[src/pkg/cho_pkg.sv]
package cho_pkg;

    // ----------------------------------------------------------------
    // Clock and time base
    // ----------------------------------------------------------------
    localparam int unsigned CLK_HZ       = 100_000_000;
    localparam int unsigned MS_PER_S     = 1000;
    localparam int unsigned MS_CYCLES    = CLK_HZ / MS_PER_S;

    // Times in milliseconds, as printed
    localparam int unsigned DEGLITCH_SHORT_MS = 150;
    localparam int unsigned DEGLITCH_LONG_MS  = 1300;
    localparam int unsigned WDOG_44_MS        = 44 * MS_PER_S;
    localparam int unsigned WDOG_88_MS        = 88 * MS_PER_S;
    localparam int unsigned WDOG_175_MS       = 175 * MS_PER_S;

    // ----------------------------------------------------------------
    // Command codes
    // ----------------------------------------------------------------
    localparam logic [7:0] CMD_CHARGER_OPTIONS   = 8'h12;
    localparam logic [7:0] CMD_BATTERY_CURRENT   = 8'h14;
    localparam logic [7:0] CMD_CHARGE_VOLTAGE    = 8'h15;

    // ----------------------------------------------------------------
    // Charger options fields
    // ----------------------------------------------------------------
    localparam logic [15:0] OPTIONS_RESET   = 16'hF902;
    localparam int unsigned BIT_DEGLITCH    = 15;
    localparam int unsigned BIT_WDOG_HI     = 14;
    localparam int unsigned BIT_WDOG_LO     = 13;
    localparam int unsigned BIT_DEPL_HI     = 12;
    localparam int unsigned BIT_DEPL_LO     = 11;
    localparam int unsigned BIT_FREQ_UP     = 10;
    localparam int unsigned BIT_FREQ_EN     = 9;
    localparam int unsigned BIT_HS_FAULT    = 8;
    localparam int unsigned BIT_LS_FAULT    = 7;
    localparam int unsigned BIT_LEARN       = 6;
    localparam int unsigned BIT_IMON_SEL    = 5;
    localparam int unsigned BIT_ADPT_IND    = 4;
    localparam int unsigned BIT_BOOST_EN    = 3;
    localparam int unsigned BIT_BOOST_IND   = 2;
    localparam int unsigned BIT_ACOC        = 1;
    localparam int unsigned BIT_INHIBIT     = 0;

    // Watchdog select codes
    localparam logic [1:0] WDOG_OFF = 2'h0;
    localparam logic [1:0] WDOG_44  = 2'h1;
    localparam logic [1:0] WDOG_88  = 2'h2;
    localparam logic [1:0] WDOG_175 = 2'h3;

    // Depletion threshold select codes (1x both give the highest)
    localparam logic [1:0] DEPL_5919 = 2'h0;
    localparam logic [1:0] DEPL_6265 = 2'h1;
    localparam logic [1:0] DEPL_7097 = 2'h2;

    // Synchroniser bit positions
    localparam int unsigned SYN_SUPPLY_OK  = 0;
    localparam int unsigned SYN_DETECT_LOW = 1;
    localparam int unsigned SYN_ADPT_PRES  = 2;
    localparam int unsigned SYN_DEPLETED   = 3;
    localparam int unsigned SYN_BOOST_DMD  = 4;
    localparam int unsigned SYN_WIDTH      = 5;

    // Word command from the serial engine
    typedef struct packed {
        logic        valid;
        logic        write;
        logic [7:0]  code;
        logic [15:0] wdata;
    } cho_cmd_t;

    typedef enum logic {
        CHO_LEARN_IDLE,
        CHO_LEARN_RUN
    } cho_learn_t;

endpackage

[src/core/cho_charger_options.sv]
`timescale 1ns/1ps

// Overview of operation
// - Host writes the options word with command 0x12; applied after power-on reset.
// - First adapter insertion after reset always uses a 150ms rising deglitch.
// - Bit 15 picks 150ms or 1.3s deglitch once the adapter switch has opened.
// - Commands accepted only with supply above lockout and adapter detect above 0.6V.
// - Bits 14:13 pick watchdog off, 44s, 88s or 175s (default 175s).
// - Enabled watchdog suspends charging when no voltage/current write arrives in time.
// - A voltage or current write resumes charging after a watchdog suspension.
// - During boost an enabled watchdog always uses 175s.
// - Bits 12:11 pick depletion threshold 59.19%, 62.65% or 70.97% (default).
// - Learn cycle hitting depletion opens battery switch and closes adapter switch.
// - Boost stops when battery falls below the depletion threshold.
// - Depletion clears only after battery rises 340mV above the threshold.
// - A zero charge-voltage setting disables depletion detection.
// - Bit 10 sets frequency shift direction: 0 lowers 18%, 1 raises 18%.
// - Bit 9 enables the frequency shift; 0 keeps nominal frequency.
// - Bit 8 enables high-side short comparator at 750mV; default on.
// - Bit 7 picks low-side threshold 135mV or 230mV, also boost current limit.
// - Writing 1 to bit 6 starts learn: adapter switch off, battery switch on.
// - Learn ending at depletion restores adapter power and clears bit 6.
// - Writing 0 to bit 6 aborts learn: battery switch off, adapter switch on.
// - Bit 5 routes adapter or charge current amplifier to current monitor.
// - Bit 3 enables boost; cleared at reset.
module cho_charger_options #(
    parameter int unsigned TICK_CYCLES = cho_pkg::MS_CYCLES
) (
    input  wire logic            clk_sys,
    input  wire logic            rst_n,
    input  wire cho_pkg::cho_cmd_t cmd,
    input  wire logic            charge_voltage_zero,
    input  wire logic            supply_above_undervoltage_lockout,
    input  wire logic            adapter_detect_input,
    input  wire logic            adapter_present,
    input  wire logic            battery_depleted,
    input  wire logic            boost_demand,
    output logic                 cmd_accepted,
    output logic                 rd_valid,
    output logic [15:0]          rd_data,
    output logic                 adapter_good_indication,
    output logic                 adapter_switch,
    output logic                 battery_switch,
    output logic                 charge_suspended,
    output logic                 boost_active,
    output logic                 freq_adjust_en,
    output logic                 freq_adjust_up,
    output logic                 high_side_fault_threshold,
    output logic                 low_side_fault_threshold,
    output logic                 current_monitor_output,
    output logic [1:0]           depletion_thr_sel,
    output logic                 depletion_detected
);

    localparam int unsigned TICK_W = (TICK_CYCLES > 1) ? $clog2(TICK_CYCLES) : 1;
    localparam int unsigned DG_W   = $clog2(cho_pkg::DEGLITCH_LONG_MS + 1);
    localparam int unsigned WD_W   = $clog2(cho_pkg::WDOG_175_MS + 1);

    localparam logic [TICK_W-1:0] TICK_LAST  = TICK_W'(TICK_CYCLES - 1);
    localparam logic [DG_W-1:0]   DG_SHORT   = DG_W'(cho_pkg::DEGLITCH_SHORT_MS);
    localparam logic [DG_W-1:0]   DG_LONG    = DG_W'(cho_pkg::DEGLITCH_LONG_MS);
    localparam logic [WD_W-1:0]   WD_44      = WD_W'(cho_pkg::WDOG_44_MS);
    localparam logic [WD_W-1:0]   WD_88      = WD_W'(cho_pkg::WDOG_88_MS);
    localparam logic [WD_W-1:0]   WD_175     = WD_W'(cho_pkg::WDOG_175_MS);

    // ----------------------------------------------------------------
    // Input synchronisers
    // ----------------------------------------------------------------
    logic [cho_pkg::SYN_WIDTH-1:0] async_in;
    logic [cho_pkg::SYN_WIDTH-1:0] sync_ff1;
    logic [cho_pkg::SYN_WIDTH-1:0] sync_ff2;

    assign async_in = {boost_demand, battery_depleted, adapter_present,
                       adapter_detect_input, supply_above_undervoltage_lockout};

    genvar gi;
    generate
        for (gi = 0; gi < cho_pkg::SYN_WIDTH; gi++) begin : g_sync
            always_ff @(posedge clk_sys or negedge rst_n) begin
                if (!rst_n) begin
                    sync_ff1[gi] <= 1'b0;
                    sync_ff2[gi] <= 1'b0;
                end else begin
                    sync_ff1[gi] <= async_in[gi];
                    sync_ff2[gi] <= sync_ff1[gi];
                end
            end
        end
    endgenerate

    logic supply_ok;
    logic detect_ok;
    logic adapter_in;
    logic depleted_in;
    logic boost_dmd;

    assign supply_ok   = sync_ff2[cho_pkg::SYN_SUPPLY_OK];
    assign detect_ok   = sync_ff2[cho_pkg::SYN_DETECT_LOW];
    assign adapter_in  = sync_ff2[cho_pkg::SYN_ADPT_PRES];
    assign depleted_in = sync_ff2[cho_pkg::SYN_DEPLETED];
    assign boost_dmd   = sync_ff2[cho_pkg::SYN_BOOST_DMD];

    // ----------------------------------------------------------------
    // Command decode
    // ----------------------------------------------------------------
    function automatic logic is_write(input cho_pkg::cho_cmd_t c, input logic [7:0] code);
        return c.valid && c.write && (c.code == code);
    endfunction

    logic comm_en;
    logic opt_wr;
    logic opt_rd;
    logic wdog_kick;

    // bus gated by supply and adapter detect
    assign comm_en   = supply_ok && detect_ok;
    // options word at its command code
    assign opt_wr    = comm_en && is_write(cmd, cho_pkg::CMD_CHARGER_OPTIONS);
    assign opt_rd    = comm_en && cmd.valid && !cmd.write
                       && (cmd.code == cho_pkg::CMD_CHARGER_OPTIONS);
    assign wdog_kick = comm_en && (is_write(cmd, cho_pkg::CMD_BATTERY_CURRENT)
                                   || is_write(cmd, cho_pkg::CMD_CHARGE_VOLTAGE));

    // ----------------------------------------------------------------
    // Options register
    // ----------------------------------------------------------------
    logic [15:0]         options_reg;
    logic                learn_done;
    cho_pkg::cho_learn_t learn_reg;

    // Read-only indications are not stored, only reflected on read
    always_ff @(posedge clk_sys or negedge rst_n) begin
        if (!rst_n) begin
            options_reg <= cho_pkg::OPTIONS_RESET;
        end else if (opt_wr) begin
            // Host write wins over the self-clear of the learn bit
            options_reg <= cmd.wdata;
            options_reg[cho_pkg::BIT_ADPT_IND]  <= 1'b0;
            options_reg[cho_pkg::BIT_BOOST_IND] <= 1'b0;
        end else if (learn_done) begin
            options_reg[cho_pkg::BIT_LEARN] <= 1'b0;
        end
    end

    logic [15:0] read_word;
    always_comb begin
        read_word = options_reg;
        read_word[cho_pkg::BIT_ADPT_IND]  = adapter_in;
        read_word[cho_pkg::BIT_BOOST_IND] = boost_active;
    end

    always_ff @(posedge clk_sys or negedge rst_n) begin
        if (!rst_n) begin
            rd_valid     <= 1'b0;
            rd_data      <= 16'h0000;
            cmd_accepted <= 1'b0;
        end else begin
            rd_valid     <= opt_rd;
            cmd_accepted <= cmd.valid && comm_en;
            if (opt_rd) begin
                rd_data <= read_word;
            end
        end
    end

    // ----------------------------------------------------------------
    // Millisecond tick
    // ----------------------------------------------------------------
    logic [TICK_W-1:0] tick_cnt;
    logic              ms_tick;

    // Long times counted in ms so counters stay narrow
    always_ff @(posedge clk_sys or negedge rst_n) begin
        if (!rst_n) begin
            tick_cnt <= '0;
            ms_tick  <= 1'b0;
        end else if (tick_cnt == TICK_LAST) begin
            tick_cnt <= '0;
            ms_tick  <= 1'b1;
        end else begin
            tick_cnt <= tick_cnt + TICK_W'(1);
            ms_tick  <= 1'b0;
        end
    end

    // ----------------------------------------------------------------
    // Adapter-present deglitch
    // ----------------------------------------------------------------
    logic            switch_opened_reg;
    logic [DG_W-1:0] dg_cnt;
    logic [DG_W-1:0] dg_limit;

    // short deglitch until the adapter switch has opened once
    // afterwards bit 15 picks the time
    assign dg_limit = (switch_opened_reg && options_reg[cho_pkg::BIT_DEGLITCH])
                      ? DG_LONG : DG_SHORT;

    always_ff @(posedge clk_sys or negedge rst_n) begin
        if (!rst_n) begin
            switch_opened_reg <= 1'b0;
        end else if (adapter_switch && (!adapter_good_indication
                                        || learn_reg == cho_pkg::CHO_LEARN_RUN)) begin
            switch_opened_reg <= 1'b1;
        end
    end

    // Falling edge is immediate, only the rising edge is filtered
    always_ff @(posedge clk_sys or negedge rst_n) begin
        if (!rst_n) begin
            dg_cnt                  <= '0;
            adapter_good_indication <= 1'b0;
        end else if (!adapter_in) begin
            dg_cnt                  <= '0;
            adapter_good_indication <= 1'b0;
        end else if (!adapter_good_indication && ms_tick) begin
            if (dg_cnt >= dg_limit - DG_W'(1)) begin
                adapter_good_indication <= 1'b1;
            end else begin
                dg_cnt <= dg_cnt + DG_W'(1);
            end
        end
    end

    // ----------------------------------------------------------------
    // Depletion detection and boost
    // ----------------------------------------------------------------
    logic depleted;

    // hysteresis lives in the comparator itself
    assign depleted = depleted_in && !charge_voltage_zero;

    always_ff @(posedge clk_sys or negedge rst_n) begin
        if (!rst_n) begin
            depletion_detected <= 1'b0;
            boost_active       <= 1'b0;
        end else begin
            depletion_detected <= depleted;
            boost_active       <= options_reg[cho_pkg::BIT_BOOST_EN] && boost_dmd
                                  && !depleted && adapter_good_indication;
        end
    end

    // ----------------------------------------------------------------
    // Command watchdog
    // ----------------------------------------------------------------
    logic [1:0]      wdog_sel;
    logic [WD_W-1:0] wd_cnt;
    logic [WD_W-1:0] wd_limit;

    assign wdog_sel = options_reg[cho_pkg::BIT_WDOG_HI:cho_pkg::BIT_WDOG_LO];

    always_comb begin
        unique case (wdog_sel)
            cho_pkg::WDOG_44:  wd_limit = WD_44;
            cho_pkg::WDOG_88:  wd_limit = WD_88;
            cho_pkg::WDOG_175, cho_pkg::WDOG_OFF: wd_limit = WD_175;
        endcase
        if (boost_active) begin
            wd_limit = WD_175;
        end
    end

    always_ff @(posedge clk_sys or negedge rst_n) begin
        if (!rst_n) begin
            wd_cnt           <= '0;
            charge_suspended <= 1'b0;
        end else if (wdog_sel == cho_pkg::WDOG_OFF) begin
            wd_cnt           <= '0;
            charge_suspended <= 1'b0;
        end else if (wdog_kick) begin
            wd_cnt           <= '0;
            charge_suspended <= 1'b0;
        end else if (ms_tick && !charge_suspended) begin
            if (wd_cnt >= wd_limit - WD_W'(1)) begin
                charge_suspended <= 1'b1;
                wd_cnt           <= '0;
            end else begin
                wd_cnt <= wd_cnt + WD_W'(1);
            end
        end
    end

    // ----------------------------------------------------------------
    // Learn sequencing and power switches
    // ----------------------------------------------------------------
    logic learn_start;
    logic learn_abort;

    assign learn_start = opt_wr && cmd.wdata[cho_pkg::BIT_LEARN];
    assign learn_abort = opt_wr && !cmd.wdata[cho_pkg::BIT_LEARN];
    // end at depletion, unless the host rewrites the bit
    assign learn_done  = (learn_reg == cho_pkg::CHO_LEARN_RUN) && depleted;

    always_ff @(posedge clk_sys or negedge rst_n) begin
        if (!rst_n) begin
            learn_reg <= cho_pkg::CHO_LEARN_IDLE;
        end else begin
            unique case (learn_reg)
                cho_pkg::CHO_LEARN_IDLE: begin
                    if (learn_start) begin
                        learn_reg <= cho_pkg::CHO_LEARN_RUN;
                    end
                end
                cho_pkg::CHO_LEARN_RUN: begin
                    if (learn_abort || (learn_done && !learn_start)) begin
                        learn_reg <= cho_pkg::CHO_LEARN_IDLE;
                    end
                end
            endcase
        end
    end

    // Break-before-make is left to the gate drivers
    always_ff @(posedge clk_sys or negedge rst_n) begin
        if (!rst_n) begin
            adapter_switch <= 1'b0;
            battery_switch <= 1'b0;
        end else if (learn_reg == cho_pkg::CHO_LEARN_RUN && !learn_done) begin
            adapter_switch <= 1'b0;
            battery_switch <= 1'b1;
        end else begin
            // adapter feeds system while good; battery switch open unless adapter not good or boost active
            adapter_switch <= adapter_good_indication;
            battery_switch <= !adapter_good_indication || boost_active;
        end
    end

    // ----------------------------------------------------------------
    // Analog option controls
    // ----------------------------------------------------------------
    always_ff @(posedge clk_sys or negedge rst_n) begin
        if (!rst_n) begin
            freq_adjust_en            <= 1'b0;
            freq_adjust_up            <= 1'b0;
            high_side_fault_threshold <= 1'b0;
            low_side_fault_threshold  <= 1'b0;
            current_monitor_output    <= 1'b0;
            depletion_thr_sel         <= cho_pkg::DEPL_5919;
        end else begin
            freq_adjust_en            <= options_reg[cho_pkg::BIT_FREQ_EN];
            freq_adjust_up            <= options_reg[cho_pkg::BIT_FREQ_UP];
            high_side_fault_threshold <= options_reg[cho_pkg::BIT_HS_FAULT];
            low_side_fault_threshold  <= options_reg[cho_pkg::BIT_LS_FAULT];
            current_monitor_output    <= options_reg[cho_pkg::BIT_IMON_SEL];
            // 1x codes both mean the highest threshold
            depletion_thr_sel         <= options_reg[cho_pkg::BIT_DEPL_HI] ? cho_pkg::DEPL_7097
                                         : {1'b0, options_reg[cho_pkg::BIT_DEPL_LO]};
        end
    end

endmodule

[config.mk]
export PLATFORM = sky130hd
export DESIGN_NAME = cho_charger_options
export DESIGN_NICKNAME = d
export VERILOG_FILES = /design/src/pkg/cho_pkg.sv /design/src/core/cho_charger_options.sv
export SDC_FILE = /design/constraint.sdc
export NUM_CORES = 1
export LEC_CHECK = 0
export BUFFER_PORTS_ARGS = -buffer_cell sky130_fd_sc_hd__buf_2
export CELL_PAD_IN_SITES_DETAIL_PLACEMENT = 1
export CELL_PAD_IN_SITES_GLOBAL_PLACEMENT = 1
export CORE_ASPECT_RATIO = 1.2
export CORE_UTILIZATION = 46
export DETAILED_ROUTE_END_ITERATION = 8
export GPL_TIMING_DRIVEN = 0
export HOLD_SLACK_MARGIN = 0.03
export PLACE_DENSITY_LB_ADDON = 0.1
export REMOVE_ABC_BUFFERS = 1
export SKIP_CTS_REPAIR_TIMING = 1
export SLEW_MARGIN = 20
export SYNTH_ARGS = -nofsm -noshare
export SYNTH_HDL_FRONTEND = slang
export SYNTH_SLANG_ARGS = --single-unit
[constraint.sdc]
create_clock -name clk_sys -period 4.1 [get_ports clk_sys]
set_clock_uncertainty 0.05 [all_clocks]
set_input_delay 0.41 -clock clk_sys [delete_from_list [all_inputs] [get_ports clk_sys]]
set_output_delay 0.41 -clock clk_sys [all_outputs]
set_load 0.02 [all_outputs]
==> results of run 1 <==
## stage by stage
stage | power (mW) | utilization, % | setup WS (ns) | std cells
after global routing | 2.06 | 55.8 | 0.243 | 598
after global placement | 1.11 | 51.8 | 0.627 | 578
after CTS | 2.01 | 55.7 | 0.526 | 597
final | 1.98 | 55.8 | 0.600 | 598
after detailed placement | 1.12 | 52.5 | 0.538 | 581
after floorplan | 1.07 | - | 1.17 | 390
## per-layer routing
| metal | wire [um] | track usage (%) | up-vias |
|---|---|---|---|
| li1 | - | - | 1523 |
| met1 | 4380 | 26.8 | 1648 |
| met2 | 5320 | 36.0 | 51 |
| met3 | 361 | 3.83 | 17 |
| met4 | 188 | 9.39 | 0 |
| met5 | 0 | 0 | - |
## power by group through the flow
stage          Sequential (mW)  Combinational, mW  Clock (mW)
4_1_cts                   1.04             0.0598       0.915
5_1_grt                   1.04             0.0666       0.954
6_report                  1.04             0.0581       0.888
2_1_floorplan             1.06             0.0108           0
3_3_place_gp              1.06             0.0522           0
3_5_place_dp              1.06             0.0594           0
## logic make-up (layout without fill, tap and decap cells)
kind of cell | count (synthesis) | in the layout
AO/OA/AOI/OAI | 33 | 33
XOR/XNOR | 38 | 38
adder cells (fa/ha/maj) | 25 | 25
buffers and inverters | 20 | 95
flip-flops | 104 | 104
multiplexers | 32 | 32
AND/OR/NAND/NOR | 145 | 145
## cell type report
class	instances	area share, %
inverters	13	0.874
clock inverters	7	1.68
repair buffers	66	6.74
clock buffers	9	4.03
flip-flops and latches	104	46.8
multi-input cells	273	37.1
well taps	126	2.82
## worst max-delay path by stage
stage	start	end	slack [ns]	cells past startpoint
6_report	options_reg[13]	wd_cnt[5]	0.60	12
5_1_grt	options_reg[13]	wd_cnt[17]	0.24	11
4_1_cts	options_reg[13]	wd_cnt[5]	0.53	12
3_5_place_dp	options_reg[13]	wd_cnt[13]	0.54	12
3_3_place_gp	cmd[21]	rd_data[11]	0.63	5
2_1_floorplan	options_reg[13]	wd_cnt[11]	1.17	11
## placed cells by master (no fill, tap or decap), types with 3 or more instances in the layout
| master | n |
|---|---|
| a21o_1 | 3 |
| a21oi_1 | 5 |
| a31oi_1 | 4 |
| and2_1 | 13 |
| and3_1 | 11 |
| and4_1 | 4 |
| buf_2 | 61 |
| clkbuf_16 | 9 |
| clkinv_8 | 4 |
| dfrtp_1 | 97 |
| dfstp_2 | 7 |
| ha_1 | 25 |
| inv_1 | 12 |
| mux2_2 | 29 |
| mux2i_1 | 3 |
| nand2_1 | 27 |
| nand2b_1 | 7 |
| nand3_1 | 18 |
| nand4_1 | 9 |
| nor2_1 | 30 |
| nor2b_1 | 7 |
| nor3_1 | 4 |
| o21ai_0 | 7 |
| xnor2_1 | 19 |
| xor2_1 | 19 |
## worst register-to-register path, stage by stage (launching register included)
cell       delay [ns]
dfstp_2          0.57
inv_1            0.07
ha_1             0.27
nand2b_1         0.13
ha_1             0.23
a21boi_0         0.13
ha_1             0.31
nand2_1          0.07
o21ai_0          0.22
nor4b_1          0.49
a2111oi_4        0.14
nor2_2           0.54
nor2_1           0.12
==> summary.txt, run 1 <==
first-pass GRT wire length = 17.6 mm
CP Data Arrival Time = 3.66 ns
1st-pass router iterations = 4
max-cap violation count = 0
smallest hold slack = 0.112 ns
worst min path class = input port to register
CP Buf/Inv Count = 1
Biggest register = wd_cnt
largest family of logic cells by synthesized area = simple AND/OR/NAND/NOR gates
max frequency = 286 MHz
Worst Reg-to-Reg Cells = 12
Synth Area in Adders = 6.59%
worst flop-to-flop path endpoint = wd_cnt[5]
die height = 113 um
Regs by FF count = wd_cnt x18, tick_cnt x17, rd_data x16
routability cong. = 0.728
Placement Rows = 40
worst path required time = 4.26 ns
slew margin rel. = 48.1%
max reg flops = 18
power share of the clock group = 44.8%
Crit path largest cell delay = 0.57 ns
Comb power frac = 2.9%
Final min period = 3.50 ns
hold path endpoint = sync_ff1[3]
via count of the first global-routing pass = 3575
Final Slew Violations = 0
WL/cell = 17.1 um
CP max-delay cell = dfstp_2
Post-synth EDFFs = 0
Top FF cell, synth = dfrtp_1
design area = 0.00559 mm^2
Tot GR Track Use = 21.4%
largest fanout on the critical path = 15
xor and xnor area share after synthesis = 7.01%
Mapped Cells = 397
htree depth = 3
hold path depth = 1
register area share after synthesis = 55.0%
HP Start = battery_depleted
core area = 0.0100 mm^2
Flop pwr share = 52.3%
largest net degree at the start of global routing = 63
clock slew at reported path FFs = 0.08 ns
Seq. cell area = 0.00261 mm^2
fill cell count = 1062
final worst path period share = 85.4%
final setup TNS = 0 ns
total die area = 0.0107 mm^2
worst skew pair latency = 0.35 ns
Switching Share = 24.6%
delay-heaviest family, CP = simple AND/OR/NAND/NOR gates
Reg-to-Reg Start = options_reg[13]
detailed-route via count = 3239
Initial Utilization = 47.4%
CTS tree = yes
outcome = finished clean
crit path cell chain = inv_1 -> ha_1 -> nand2b_1 -> ha_1 -> a21boi_0 -> ha_1 -> nand2_1 -> o21ai_0 -> nor4b_1 -> a2111oi_4 -> nor2_2 -> nor2_1
P_int = 1.50 mW
number of DRC markers in iteration 0 = 155
R2R setup slack = 0.60 ns
diodes inserted = 0
WS Path Type = register to register
Routed WL = 10.3 mm
P&R area growth vs syn = 17.7%
CTS sink count = 104
power per standard cell area = 355 mW/mm^2
nets = 526
Buffers on Ports = 62
ANT nets after route = 0
CP most frequent cell = ha_1
net switching power figure = 0.487 mW
multi-input logic area = 0.00207 mm^2
largest cells by area after synthesis = dfrtp_1 (51%), mux2_2 (6.9%), ha_1 (6.6%), dfstp_2 (3.9%), xnor2_1 (3.5%)
mapped cell area = 0.00475 mm^2
crit path launch type = register
CTS Buffer Depth = 2
gr ovfl total = 0
endpoint class of the critical path = register
RSZ-0062 raised after global routing = no
# IOs = 65
Distinct cells, synth = 50
share of cells above drive strength 1 = 26.9%
vias per cell = 5.42
synth warn = 0
antenna violations before repair = 0
die width = 94.7 um
Hold Fails Final Rpt = 0
post-synthesis simple-gate area fraction = 16.7%
Synth top area share = 51.1%
Leak = 2.77 nW
cts bufs inserted = 9
Synth top cells by count = dfrtp_1 (97), nor2_1 (30), mux2_2 (29)
Synth Area in Compound Gates = 5.48%
worst vdd ir = 0.000168 V
mux contribution to synthesized area = 7.51%
DP HPWL = 7.26 mm
biggest area consumer among synthesized cells = dfrtp_1
syn avg cell area = 12.0 um^2
Clock Tree Root = clkbuf_16
worst-margin pin slew = 0.776 ns
placed cell area = 0.00526 mm^2
#FFs+latches synth = 104
async set-reset flop share out of synthesis = 100%
drt drc = 0
endpoints failing setup = 0
top-count cell post-synth = dfrtp_1
(Power assumes the default switching activity.)
==> run 2: changes to the inputs <==
--- a/config.mk
+++ b/config.mk
@@ -11,6 +11,7 @@
 export CORE_ASPECT_RATIO = 1.2
 export CORE_UTILIZATION = 46
 export DETAILED_ROUTE_END_ITERATION = 8
+export GPL_ROUTABILITY_DRIVEN = 0
 export GPL_TIMING_DRIVEN = 0
 export HOLD_SLACK_MARGIN = 0.03
 export PLACE_DENSITY_LB_ADDON = 0.1
==> constraint.sdc (replaced) <==
create_clock -name clk_sys -period 3.3 [get_ports clk_sys]
set_clock_uncertainty 0.05 [all_clocks]
set_input_delay 0.33 -clock clk_sys [delete_from_list [all_inputs] [get_ports clk_sys]]
set_output_delay 0.33 -clock clk_sys [all_outputs]
set_load 0.02 [all_outputs]
==> run 2 against run 1 <==
Against the previous run: clock power increased by 25%; clock-buffer cell count unchanged; sequential cell count unchanged.
==> summary.txt, run 2 (same netlist as run 1, synthesis figures left out) <==
detailed-route via count = 3259 (+0.62%)
P&R area growth vs syn = 19.8%
max-cap violation count = 0 (unchanged)
Clock Tree Root = clkbuf_16
Tot GR Track Use = 21.4% (unchanged)
core area = 0.0100 mm^2 (unchanged)
outcome = finished clean
gr ovfl total = 0 (unchanged)
worst path required time = 3.50 ns (-0.76 ns)
diodes inserted = 0 (unchanged)
cts bufs inserted = 9 (unchanged)
Regs by FF count = wd_cnt x18, tick_cnt x17, rd_data x16
drt drc = 0 (unchanged)
CP Data Arrival Time = 3.39 ns (-0.27 ns)
Biggest register = wd_cnt
htree depth = 3 (unchanged)
max frequency = 314 MHz (+9.8%)
first-pass GRT wire length = 17.6 mm (unchanged)
worst skew pair latency = 0.36 ns (about the same)
die height = 113 um (unchanged)
endpoint class of the critical path = register
worst min path class = input port to register
max reg flops = 18 (unchanged)
Power Total = 2.48 mW (+25%)
Leak = 2.81 nW (+1.6%)
die width = 94.7 um (unchanged)
slew margin rel. = 48.5% (+0.35 points)
total die area = 0.0107 mm^2 (unchanged)
WS Path Type = register to register
crit path launch type = register
final core occ = 56.8% (+1.0 points)
worst-margin pin slew = 0.771 ns (-0.00518 ns)
nets = 532 (+1.1%)
clock slew at reported path FFs = 0.08 ns (about the same)
most frequent cells in the layout = dfrtp_1 (97), buf_2 (61), nor2_1 (30)
placed cell area = 0.00526 mm^2 (unchanged)
CTS Buffer Depth = 2 (unchanged)
WL/cell = 17.2 um (+0.54%)
vias per cell = 5.40 (-0.38%)
via count of the first global-routing pass = 3575 (unchanged)
share of cells above drive strength 1 = 28.2% (+1.3 points)
worst vdd ir = 0.000209 V (+24%)
Hold Fails Final Rpt = 0 (unchanged)
largest fanout on the critical path = 6 (-9)
Routed WL = 10.4 mm (+1.6%)
Placement Rows = 40 (unchanged)
number of DRC markers in iteration 0 = 150 (-3.2%)
# IOs = 65 (unchanged)
commonest non-fill, non-tap cell in the layout = dfrtp_1
DP HPWL = 7.26 mm (unchanged)
largest net degree at the start of global routing = 63 (unchanged)
Initial Utilization = 47.4% (unchanged)
Final Slew Violations = 0 (unchanged)
CTS sink count = 104 (unchanged)
Final min period = 3.19 ns (-0.313 ns)
endpoints failing setup = 0 (unchanged)
antenna violations before repair = 0 (unchanged)
Buffers on Ports = 62 (unchanged)
final worst path period share = 96.6% (+11 points)
1st-pass router iterations = 4 (unchanged)
ANT nets after route = 0 (unchanged)
power per standard cell area = 436 mW/mm^2 (+23%)
design area = 0.00569 mm^2 (+1.8%)
CTS tree = yes
smallest hold slack = 0.0301 ns (-0.0819 ns)
## run 2: worst paths after layout
check | start | to | slack, ns | cells after the start
worst min register to register | sync_ff1[0] | supply_ok | 0.30 | 0
max in group asynchronous | rst_n | options_reg[15] | 2.11 | 3
worst min-delay path | adapter_present | sync_ff1[2] | 0.03 | 1
worst max register to register | options_reg[13] | charge_suspended | 0.11 | 14
min in group asynchronous | rst_n | wd_cnt[15] | 0.40 | 2
worst max-delay path | options_reg[13] | charge_suspended | 0.11 | 14
## run 2: power by group
part / switching, mW / internal [mW]
Sequential: 0.00558 / 1.28
Combinational: 0.0474 / 0.0312
Clock: 0.559 / 0.549
## run 2: critical path, stage by stage, from the launching register on
cell and delay (ns):
dfstp_2 0.57, inv_1 0.07, ha_1 0.31, nand2b_4 0.08
ha_1 0.20, a21boi_0 0.22, ha_1 0.29, a21oi_1 0.12
o21ai_0 0.12, nor4b_2 0.19, a2111oi_4 0.28, buf_4 0.22
nor2_4 0.06, buf_4 0.15, o21a_1 0.16
## run 2: through the flow
stage	setup WS (ns)	cells	setup TNS (ns)
after floorplan	0.366	390	0
after global placement	-0.166	578	-3.89
after detailed placement	-0.262	581	-3.75
after CTS	-0.275	597	-3.88
after global routing	-0.0227	604	-0.0227
final	0.112	604	0
## run 2: final cells by class
class | count | area (um^2)
fill | 1060 | 4320
sequential | 104 | 2610
multi-input combinational | 273 | 2110
timing repair buffer | 72 | 442
clock buffer | 9 | 225
tap | 126 | 158
clock inverter | 7 | 93.8
inverter | 13 | 48.8
## run 2: layer usage
metal	share of wire (%)	track usage, %	wire length (um)
met5	0	0	0
met4	2.0	9.39	205
met3	3.4	3.83	350
met2	52	36.0	5430
met1	42	26.8	4420
